[src/design/fanmon_pkg.sv]
/*
  Shared constants and carrier types of the fan tachometer monitor.
  Assumes a 250 MHz system clock and an APB register port.
*/
package fanmon_pkg;

  // APB carrier
  localparam int FANMON_AW = 12;

  typedef struct packed {
    logic psel;
    logic penable;
    logic pwrite;
    logic [FANMON_AW-1:0] paddr;
    logic [31:0] pwdata;
  } fanmon_apb_req_t;

  typedef struct packed {
    logic pready;
    logic [31:0] prdata;
    logic pslverr;
  } fanmon_apb_rsp_t;

  // Register byte offsets
  localparam logic [FANMON_AW-1:0] FANMON_CTRL_OFS = 12'h000;
  localparam logic [FANMON_AW-1:0] FANMON_STAT_OFS = 12'h004;
  localparam logic [FANMON_AW-1:0] FANMON_HIGH_OFS = 12'h008;
  localparam logic [FANMON_AW-1:0] FANMON_LOW_OFS = 12'h00c;

  // Control register fields
  localparam int FANMON_CTRL_EN_BIT = 0;
  localparam int FANMON_CTRL_MODE_BIT = 1;
  localparam int FANMON_CTRL_EDGES_LSB = 11;
  localparam int FANMON_CTRL_CRIE_BIT = 14;
  localparam int FANMON_CTRL_TGIE_BIT = 15;
  localparam int FANMON_CTRL_READ_LSB = 16;

  // Status register fields
  localparam int FANMON_STAT_LIM_BIT = 0;
  localparam int FANMON_STAT_TGL_BIT = 1;
  localparam int FANMON_STAT_PIN_BIT = 2;
  localparam int FANMON_STAT_CR_BIT = 3;

  // Reset values and counter maximum
  localparam logic [15:0] FANMON_READ_RST = 16'h0000;
  localparam logic [15:0] FANMON_HIGH_RST = 16'hffff;
  localparam logic [15:0] FANMON_LOW_RST = 16'h0000;
  localparam logic [15:0] FANMON_CNT_MAX = 16'hffff;

  // Edge-count selection encodings
  localparam logic [1:0] FANMON_EDGES_2 = 2'b00;
  localparam logic [1:0] FANMON_EDGES_3 = 2'b01;
  localparam logic [1:0] FANMON_EDGES_5 = 2'b10;
  localparam logic [1:0] FANMON_EDGES_9 = 2'b11;

  // Measuring clock derived from the system clock
  localparam int FANMON_SYS_PERIOD_PS = 4000;
  localparam int FANMON_TICK_PERIOD_NS = 10000;
  localparam int FANMON_TICK_CYCLES =
    (FANMON_TICK_PERIOD_NS * 1000) / FANMON_SYS_PERIOD_PS;

  // Power state, one-hot
  typedef enum logic [1:0] {
    FANMON_RUN = 2'b01,
    FANMON_SLEEP = 2'b10
  } fanmon_pwr_t;

endpackage

[src/design/fanmon_sync_edge.sv]
/*
  Two-flop synchroniser with edge detection for the tachometer pin.
  Assumes the pin is asynchronous to clock.
*/
`timescale 1ns/1ps
module fanmon_sync_edge (
  input wire logic clock,
  input wire logic rst,
  input wire logic pin,
  output logic level,
  output logic rise,
  output logic toggle
);

  logic meta_q;
  logic sync_q;
  logic last_q;

  // Only sync_q reads meta_q; edges come from the settled stages
  always_ff @(posedge clock) begin
    if (rst) begin
      meta_q <= 1'b0;
      sync_q <= 1'b0;
      last_q <= 1'b0;
    end else begin
      meta_q <= pin;
      sync_q <= meta_q;
      last_q <= sync_q;
    end
  end

  // One pulse per edge, so every edge counts once
  assign level = sync_q;
  assign rise = sync_q & ~last_q;
  assign toggle = sync_q ^ last_q;

endmodule

[src/design/fanmon_top.sv]
/*
  Fan tachometer monitor: edge counter or 100 kHz period counter, limit
  check, status flags, interrupt and APB register slave.
  Assumes an APB master on clock and an asynchronous tachometer pin.
*/
// The implementer's own choice: the APB slave port.
// Behaviour
// - Two modes chosen by one mode bit
// - Mode 0 counts rising edges of input
// - Mode 0 counter wraps to zero, continues
// - Mode 1 counts 100 kHz ticks per window
// - Mode 1 latches reading, sets count ready
// - Count ready with enable raises interrupt
// - Reading outside limits sets violation flag
// - Violation flag always raises interrupt
// - Interrupt is OR of status events
// - System reset restores all defaults
// - Clearing enable stops monitoring
// - Low-power request enters sleep state
// - Control, status, high, low at 00..0C
// - Edge field selects 2, 3, 5, 9
// - Mode 1 saturates at max, then clears
// - Mode 0 reading follows every increment
// - Reading is read-only upper control half
`timescale 1ns/1ps
module fanmon_top
  import fanmon_pkg::*;
#(
  parameter int TICK_CYCLES = FANMON_TICK_CYCLES
) (
  input wire logic clock,
  input wire logic rst,
  input wire fanmon_apb_req_t apb_req,
  output fanmon_apb_rsp_t apb_rsp,
  input wire logic tach_pin,
  input wire logic lp_req,
  output logic lp_ack,
  output logic irq
);

  ////////////////////////////////////////////////////////////////////////
  // Pin synchroniser

  logic pin_level;
  logic pin_rise;
  logic pin_toggle;

  // Edges are seen only after two flops
  fanmon_sync_edge u_sync (
    .clock(clock),
    .rst(rst),
    .pin(tach_pin),
    .level(pin_level),
    .rise(pin_rise),
    .toggle(pin_toggle)
  );

  ////////////////////////////////////////////////////////////////////////
  // Register state

  logic enable_q;
  logic mode_q;
  logic [1:0] edges_q;
  logic crie_q;
  logic tgie_q;
  logic [15:0] reading_q;
  logic [15:0] high_q;
  logic [15:0] low_q;
  logic lim_q;
  logic tgl_q;
  logic cr_q;
  fanmon_pwr_t pwr_q;
  fanmon_pwr_t pwr_d;

  ////////////////////////////////////////////////////////////////////////
  // Power state

  // Sleep follows the request level; no handshake beyond the ack
  always_comb begin
    case (pwr_q)
      FANMON_RUN: pwr_d = lp_req ? FANMON_SLEEP : FANMON_RUN;
      FANMON_SLEEP: pwr_d = lp_req ? FANMON_SLEEP : FANMON_RUN;
      default: pwr_d = FANMON_RUN;
    endcase
  end

  always_ff @(posedge clock) begin
    if (rst) begin
      pwr_q <= FANMON_RUN;
      lp_ack <= 1'b0;
    end else begin
      pwr_q <= pwr_d;
      lp_ack <= (pwr_d == FANMON_SLEEP);
    end
  end

  // Monitoring runs only when enabled and awake
  wire active = enable_q & (pwr_q == FANMON_RUN);

  ////////////////////////////////////////////////////////////////////////
  // 100 kHz tick divider

  logic [15:0] div_q;
  localparam logic [15:0] DIV_LAST = 16'(TICK_CYCLES - 1);
  wire div_wrap = (div_q == DIV_LAST);
  wire tick = active & div_wrap;

  // Held at zero while idle so a window starts on a fresh period
  always_ff @(posedge clock) begin
    if (rst || !active) begin
      div_q <= 16'h0000;
    end else begin
      div_q <= div_wrap ? 16'h0000 : div_q + 16'h0001;
    end
  end

  ////////////////////////////////////////////////////////////////////////
  // Measurement counter

  logic [15:0] cnt_q;
  logic [15:0] cnt_d;
  logic [3:0] ecnt_q;
  logic [3:0] ecnt_d;
  logic latch;
  logic [15:0] latch_val;
  logic cr_set;
  logic [3:0] target;

  // Edges per Mode 1 window
  always_comb begin
    case (edges_q)
      FANMON_EDGES_2: target = 4'h2;
      FANMON_EDGES_3: target = 4'h3;
      FANMON_EDGES_5: target = 4'h5;
      FANMON_EDGES_9: target = 4'h9;
      default: target = 4'h2;
    endcase
  end

  // Counting per mode; only a window's first or last edge drops a tick
  always_comb begin
    cnt_d = cnt_q;
    ecnt_d = ecnt_q;
    latch = 1'b0;
    latch_val = cnt_q;
    cr_set = 1'b0;
    if (!active) begin
      ecnt_d = 4'h0;
      if (mode_q) begin
        cnt_d = 16'h0000;
      end
    end else if (!mode_q) begin
      if (pin_rise) begin
        cnt_d = cnt_q + 16'h0001;
        latch = 1'b1;
        latch_val = cnt_q + 16'h0001;
      end
    end else if (pin_toggle && ecnt_q == 4'h0) begin
      ecnt_d = 4'h1;
      cnt_d = 16'h0000;
    end else if (pin_toggle && ecnt_q + 4'h1 == target) begin
      latch = 1'b1;
      cr_set = 1'b1;
      cnt_d = 16'h0000;
      ecnt_d = 4'h1;
    end else begin
      // Inner edges advance the window without losing a tick
      if (pin_toggle) begin
        ecnt_d = ecnt_q + 4'h1;
      end
      if (tick && ecnt_q != 4'h0) begin
        if (cnt_q == FANMON_CNT_MAX) begin
          latch = 1'b1;
          latch_val = FANMON_CNT_MAX;
          cnt_d = 16'h0000;
        end else begin
          cnt_d = cnt_q + 16'h0001;
        end
      end
    end
  end

  always_ff @(posedge clock) begin
    if (rst) begin
      cnt_q <= FANMON_READ_RST;
      ecnt_q <= 4'h0;
      reading_q <= FANMON_READ_RST;
    end else begin
      cnt_q <= cnt_d;
      ecnt_q <= ecnt_d;
      if (latch) begin
        reading_q <= latch_val;
      end
    end
  end

  // Limits checked against the value being latched
  wire over = (latch_val > high_q);
  wire under = (latch_val < low_q);
  wire lim_set = latch & (over | under);

  ////////////////////////////////////////////////////////////////////////
  // APB decode

  wire setup = apb_req.psel & ~apb_req.penable;
  wire access = apb_req.psel & apb_req.penable;
  wire done = access & apb_rsp.pready;
  wire hit_ctrl = (apb_req.paddr == FANMON_CTRL_OFS);
  wire hit_stat = (apb_req.paddr == FANMON_STAT_OFS);
  wire hit_high = (apb_req.paddr == FANMON_HIGH_OFS);
  wire hit_low = (apb_req.paddr == FANMON_LOW_OFS);
  wire hit_any = hit_ctrl | hit_stat | hit_high | hit_low;
  wire wr = done & apb_req.pwrite & hit_any;
  wire [31:0] wdata = apb_req.pwdata;

  // Write-one-to-clear; hardware set wins over a clear
  wire lim_clr = wr & hit_stat & wdata[FANMON_STAT_LIM_BIT];
  wire tgl_clr = wr & hit_stat & wdata[FANMON_STAT_TGL_BIT];
  wire cr_clr = wr & hit_stat & wdata[FANMON_STAT_CR_BIT];
  wire tgl_set = active & pin_toggle;

  wire [31:0] ctrl_rd = {reading_q, tgie_q, crie_q, 1'b0, edges_q,
    9'h000, mode_q, enable_q};
  wire [31:0] stat_rd = {28'h000_0000, cr_q, pin_level, tgl_q, lim_q};
  wire [31:0] rd_mux = hit_ctrl ? ctrl_rd :
    hit_stat ? stat_rd :
    hit_high ? {16'h0000, high_q} :
    hit_low ? {16'h0000, low_q} : 32'h0000_0000;

  ////////////////////////////////////////////////////////////////////////
  // Control and limit registers

  // Reading field is not writable
  always_ff @(posedge clock) begin
    if (rst) begin
      enable_q <= 1'b0;
      mode_q <= 1'b0;
      edges_q <= FANMON_EDGES_2;
      crie_q <= 1'b0;
      tgie_q <= 1'b0;
    end else if (wr && hit_ctrl) begin
      enable_q <= wdata[FANMON_CTRL_EN_BIT];
      mode_q <= wdata[FANMON_CTRL_MODE_BIT];
      edges_q <= wdata[FANMON_CTRL_EDGES_LSB +: 2];
      crie_q <= wdata[FANMON_CTRL_CRIE_BIT];
      tgie_q <= wdata[FANMON_CTRL_TGIE_BIT];
    end
  end

  always_ff @(posedge clock) begin
    if (rst) begin
      high_q <= FANMON_HIGH_RST;
      low_q <= FANMON_LOW_RST;
    end else begin
      if (wr && hit_high) begin
        high_q <= wdata[15:0];
      end
      if (wr && hit_low) begin
        low_q <= wdata[15:0];
      end
    end
  end

  ////////////////////////////////////////////////////////////////////////
  // Status flags

  always_ff @(posedge clock) begin
    if (rst) begin
      lim_q <= 1'b0;
      tgl_q <= 1'b0;
      cr_q <= 1'b0;
    end else begin
      lim_q <= lim_set | (lim_q & ~lim_clr);
      tgl_q <= tgl_set | (tgl_q & ~tgl_clr);
      cr_q <= cr_set | (cr_q & ~cr_clr);
    end
  end

  ////////////////////////////////////////////////////////////////////////
  // Interrupt

  // Mode 0 still raises events; firmware is expected to mask them
  wire irq_d = lim_q | (cr_q & crie_q) | (tgl_q & tgie_q);

  always_ff @(posedge clock) begin
    if (rst) begin
      irq <= 1'b0;
    end else begin
      irq <= irq_d;
    end
  end

  ////////////////////////////////////////////////////////////////////////
  // APB response

  // One wait state: pready rises in the first access cycle's next edge
  always_ff @(posedge clock) begin
    if (rst) begin
      apb_rsp <= '0;
    end else begin
      apb_rsp.pready <= access & ~apb_rsp.pready & ~setup;
      if (access && !apb_rsp.pready) begin
        apb_rsp.prdata <= apb_req.pwrite ? 32'h0000_0000 : rd_mux;
        apb_rsp.pslverr <= ~hit_any;
      end else if (done) begin
        apb_rsp.prdata <= 32'h0000_0000;
        apb_rsp.pslverr <= 1'b0;
      end
    end
  end

endmodule

[config.mk]
export PLATFORM = sky130hd
export DESIGN_NAME = fanmon_top
export DESIGN_NICKNAME = d
export VERILOG_FILES = /design/src/design/fanmon_pkg.sv /design/src/design/fanmon_sync_edge.sv /design/src/design/fanmon_top.sv
export SDC_FILE = /design/constraint.sdc
export NUM_CORES = 1
export LEC_CHECK = 0
export ABC_AREA = 1
export BUFFER_PORTS_ARGS = -buffer_cell sky130_fd_sc_hd__buf_2
export CAP_MARGIN = 30
export CORE_MARGIN = 2
export CORE_UTILIZATION = 52
export DETAILED_ROUTE_END_ITERATION = 8
export GPL_TIMING_DRIVEN = 0
export PLACE_DENSITY_LB_ADDON = 0.3
export SYNTH_ARGS = -nofsm -noshare
export SYNTH_HDL_FRONTEND = slang
export SYNTH_SLANG_ARGS = --single-unit
[constraint.sdc]
create_clock -name clock -period 4.1 [get_ports clock]
set_clock_uncertainty 0.05 [all_clocks]
set_input_delay 0.615 -clock clock [delete_from_list [all_inputs] [get_ports clock]]
set_output_delay 0.615 -clock clock [all_outputs]
set_load 0.02 [all_outputs]
Word level (Yosys, flattened, before mapping). Index checks and enable logic that the tools add are counted.

Equality and inequality tests: 13. Bitwise operators: 40. Muxes and demuxes: 38. Add/subtract/negate cells: 3. Reductions and logical operators: 22. $lt $le $gt $ge: 2.

Operator list (number): $mux 16 (17); $mux 33 (2); $mux 32 (2); $add 16x1->16 const B (2); $eq 12x4->1 const B (2); $and 1x1->1 (21); $eq 16x12->1 const B (1); $eq 16x16->1 const B (1); $gt 16x16->1 (1); $lt 16x16->1 (1); $pmux 4 s4 (1); $eq 12x3->1 const B (1); $logic_not 12->1 (1); $mux 4 (3); $mux 1 (11); $not 1->1 (9); $or 1x1->1 (9); $eq 2x2->1 const B (4); $logic_and 1x1->1 (7); $reduce_or 2->1 (3); $ne 5x2->1 const B (1); $add 4x1->4 const B (1); $eq 2x1->1 const B (2); $eq 4x4->1 (1); 10 further kinds (14).

Flip-flop bits (word level): 134. Input bits: 51.

Depth between registers and ports, before layout.
Depth after elaboration: 13. Gate-level depth with buffers: 24. Gate-level depth less buffers: 24.

By module. From an unflattened synthesis, not the netlist that was laid out.

Cells, all modules: 988. Area total of the unflattened synthesis: 7038.0 um^2.

By module, submodules not included: fanmon_top (times used 1, sequential area each 2602.5 um^2, cells an instance 976, area an instance 6935.4 um^2); fanmon_sync_edge (times used 1, sequential area each 60.1 um^2, cells an instance 12, area an instance 102.6 um^2).

Worst setup path before layout. No wires, ideal clock.

Path kind: reg2reg. From: reg cnt_q[0]. To: reg lim_q. Setup slack: 1178 ps. Buffers on the path: 0. Library setup time: 132 ps. Data required time: 3918 ps. Clock period less this slack: 2922 ps. Cell stages (with the launch flop): 23. Arrival time: 2740 ps. Cells stage by stage: dfxtp_1 inv_2 nor3_2 nand2_2 nor3_4 nand3_2 nor2_4 nand2_1 xor2_1 nand2_1 a21oi_1 a22oi_1 inv_1 ha_1 nand2_1 nor2_1 a211oi_1 o221ai_1 a21oi_1 a21o_1 nand2_1 nand2_1 a21oi_1.

Cells in the longest elaborated chain, start to end: 11. Elaborated cells between the ends (all ways): 20.

RTL lines: start, declared (line fanmon_top.sv:120) `logic [15:0] cnt_q;`; start signal, assigned (line fanmon_top.sv:189) `cnt_q <= cnt_d;`; parallel branches: the longest is 5 deep, another holds $add 16x1->16; $mux 16 * (line fanmon_top.sv:152) `end else if (!mode_q) begin`; $mux 16 * (line fanmon_top.sv:147) `if (!active) begin`; named net latch_val[11] (line fanmon_top.sv:125) `logic [15:0] latch_val;`; $gt 16x16->1 or $lt 16x16->1 (tied branches) (line fanmon_top.sv:198, fanmon_top.sv:199); $or 1x1->1 * (line fanmon_top.sv:200) `wire lim_set = latch & (over | under);`; $and 1x1->1 * (line fanmon_top.sv:200); $or 1x1->1 * (line fanmon_top.sv:273) `lim_q <= lim_set | (lim_q & ~lim_clr);`; end signal, assigned (line fanmon_top.sv:273); end, declared (line fanmon_top.sv:69) `logic lim_q;`.

Mark *: on every way through the listed nets, which the timed path passes. A chain may end at the register's enable or synchronous reset.

==> key figures <==
Logic synthesis
  • Asr flop ratio synth: 0%
  • Post-synthesis sequential area ratio: 37.9%
  • Distinct cells, synth: 45
  • Ys flop type: dfxtp_1
  • Syn nets: 1073
  • Synth warn: 0
  • Post-Syn Area: 0.00703 sq mm
  • EDFF count, synth: 0
  • Mean Syn Cell Area: between 7 and 8 sq um
  • Synth Instances: ~990
  • Yosys reg bits: ~130

Critical path
  • Critical path arrival: 4040 ps
  • Max stage delay cell, worst path: o21ai_0
  • Worst r2r src: lp_ack$_SDFF_PP0_
  • CP required: 4410 ps
  • Type of the worst setup path: flip-flop to flip-flop
  • Startpoint types: flip-flop
  • Reg2Reg Depth: 15
  • Crit-path cells: inv_1 > ha_1 > nand2_1 > clkbuf_1 > inv_1 > clkbuf_1 > o21ai_0 > ha_1 > nand3b_1 > a21oi_1 > a2111oi_0 > nand2_1 > nand2_1 > nand2_1 > a21oi_1
  • Critical Path Fanout Max: 10
  • CP bufs+invs: 4
  • RR Endpoint: lim_q$_SDFF_PP0_
  • Number of cells on the critical path: 15
  • Crit path max-delay family: compound AO/OA/AOI/OAI gates
  • CP endpoint kind: flip-flop
  • R2r setup slk: 360 ps
  • Worst path max stage delay: 800 ps
  • Critical Path Most Common Cell: nand2_1

Placement
  • Routability Congestion: 0.981
  • Hpwl dp: 14800 microns
  • Port Buffers: 69
  • Pre-CTS setup slack: 582 ps
  • Area after DPL: 0.00759 sq mm

Layout
  • Layout cells sized above 1: 13.1%
  • Ant. Diodes: 0
  • Design area: 0.00820 sq mm
  • Nets: 1161
  • Multi-input logic area: ~0.0037 sq mm
  • Most frequent cells in the layout: nand2_1 (171), dfxtp_1 (133), inv_1 (117), a21oi_1 (113), nor2_1 (81)
  • # fillers: 1228
  • Commonest non-fill, non-tap cell in the layout: nand2_1
  • Layout area overhead: 16.6%
  • Register area: 0.00266 sq mm

STA
  • Count of final max-slew check failures: 0
  • Final setup vio count: 0
  • Final Hold Vio Count: 0
  • Relative slew slack: a little over a third
  • FMAX: 0.268 GHz
  • Unrepaired setup endpoints after global routing: false
  • Fin crit period: 3740 ps
  • Tcrit/Tclk final: between 90% and 100%
  • Slew @ Worst Pin: 942 ps
  • Final worst slack: 364 ps
  • Setup_tns: 0 ps

Global routing
  • Vias in the first global route: 6338
  • GRT overflow: 0
  • Largest net degree at the start of global routing: 17
  • First-pass GRT wire length: roughly 32000 microns
  • Antenna violations before repair: 0
  • Total GRT Usage: between 20% and 30%

Clock network
  • CTS resizes: 0
  • CTS tree: yes
  • Setup bufs post-CTS: 0
  • Clock Root Buffer: clkbuf_16
  • CTS hold repair buffers: 0
  • Clock transition at path regs: ~60 ps
  • Total CTS buffers: 17
  • CTS Buffer Depth: 2
  • Worst skew pair latency: 430 ps
  • Clk sinks: about 130
  • CTS HTree Levels: 4

Route
  • WL final: approximately 20000 microns
  • DRC viols: 0
  • Via Count: 7135
  • Wire length per cell: 15.7 microns
  • Vias/cell: 5.65
  • Drt pass-1 iters: 8
  • DRT antenna net count: 0
  • Initial DRC Count: 747

Hold path
  • Worst Hold Path Cells: 3
  • Worst Hold End: u_sync.meta_q$_SDFF_PP0_
  • Hold Startpoint: tach_pin
  • Hold Crit Class: input port to flip-flop

Job
  • Max-cap violations: 0

Die
  • Num rows: 42
  • Io pins: 87
  • Core ar.: 0.0132 sq mm
  • Starting Density: ~53%
  • Die height: around 120 microns
  • Die X: ~120 microns
  • Total die area: 0.0145 sq mm

Power and ir drop
  • Pwr dens: 361 mW/mm^2
  • Maximum vdd drop: 218 uV
  • Leakage: around 3.5 nW

Outcome
  • Status: finished clean
==> per-stage QoR <==
step / power, mW / cells / hold WS (ps) / utilization (%)
floorplan: 1.37 / 985 / 338 / -
global route: 3.05 / 1262 / 355 / 61.9
CTS: 2.97 / 1262 / 350 / 61.9
global placement: 1.42 / 1230 / 354 / 57.3
finish: 2.96 / 1262 / 358 / 61.9
detailed placement: 1.42 / 1230 / 368 / 57.3
==> per-layer routing <==
layer | vias to the layer above | routed length [microns] | GRT usage [%] | part of all wire (%)
li1 | 3522 | - | - | -
met1 | 3267 | 9010 | 40.5 | 45
met2 | 307 | 8610 | 41.8 | 43
met3 | 39 | 1690 | 4.62 | 8.5
met4 | 0 | 542 | 11.0 | 2.7
met5 | - | 0 | 0 | 0
==> cell usage after synthesis (7+ instances only) <==
| cell | number | share of area, % |
|---|---|---|
| o22ai_1 | 15 | 1.3 |
| a211oi_1 | 13 | 1.4 |
| clkbuf_1 | 36 | 1.9 |
| nand4_1 | 21 | 1.9 |
| o21ai_0 | 76 | 5.4 |
| o211ai_1 | 16 | 1.7 |
| nand2_1 | 171 | 9.1 |
| nor2_1 | 81 | 4.3 |
| inv_1 | 117 | 6.2 |
| xor2_1 | 10 | 1.2 |
| ha_1 | 37 | 6.6 |
| nor3_1 | 7 | 0.50 |
| a21oi_1 | 113 | 8.0 |
| inv_2 | 8 | 0.43 |
| buf_2 | 9 | 0.64 |
| dfxtp_1 | 133 | 38 |
| nand3_1 | 62 | 4.4 |
==> how the worst max path moves through the flow <==
stage	startpoint	to	slack (ps)
2_1_floorplan	cnt_q[0]$_SDFFE_PP0P_	lim_q$_SDFF_PP0_	1180
3_3_place_gp	cnt_q[0]$_SDFFE_PP0P_	lim_q$_SDFF_PP0_	620
3_5_place_dp	cnt_q[0]$_SDFFE_PP0P_	lim_q$_SDFF_PP0_	580
4_1_cts	lp_ack$_SDFF_PP0_	lim_q$_SDFF_PP0_	570
5_1_grt	cnt_q[0]$_SDFFE_PP0P_	lim_q$_SDFF_PP0_	30
6_report	lp_ack$_SDFF_PP0_	lim_q$_SDFF_PP0_	360
==> power by group <==
group / internal (mW) / switching [mW] / total [mW]
Sequential: 1.30 / 0.00167 / 1.30
Combinational: 0.0261 / 0.0695 / 0.0956
Clock: 0.930 / 0.636 / 1.57
Total: 2.25 / 0.707 / 2.96
==> cell type report <==
| type | count | area share, % |
|---|---|---|
| Sequential cell | 133 | 32.5 |
| Clock inverter | 14 | 2.01 |
| Inverter | 126 | 5.77 |
| Buffer | 47 | 2.38 |
| Timing Repair Buffer | 69 | 4.21 |
| Multi-Input combinational cell | 679 | 45.1 |
| Clock buffer | 18 | 5.36 |
| Tap cell | 176 | 2.69 |
==> worst min-delay path: cells and delay by family <==
family | cells | cell delay, ps
simple gates | 1 | 30
buf+inv | 2 | 130
==> state kept, by name (all words and copies together) (netlist names), 2 cells and up <==
signal,count
cnt_q,16
div_q,16
apb_rsp,34
edges_q,2
reading_q,16
ecnt_q,4
high_q,16
low_q,16
==> cell families after synthesis <==
logic type,after synthesis,share of synthesized area (%)
XOR/XNOR,10,1.25
buffers and inverters,173,9.51
flip-flops,133,37.9
AND/OR/NAND/NOR,371,23.8
adder cells (fa/ha/maj),37,6.59
AO/OA/AOI/OAI,261,21.0
Power figures use the tool's default switching activity.
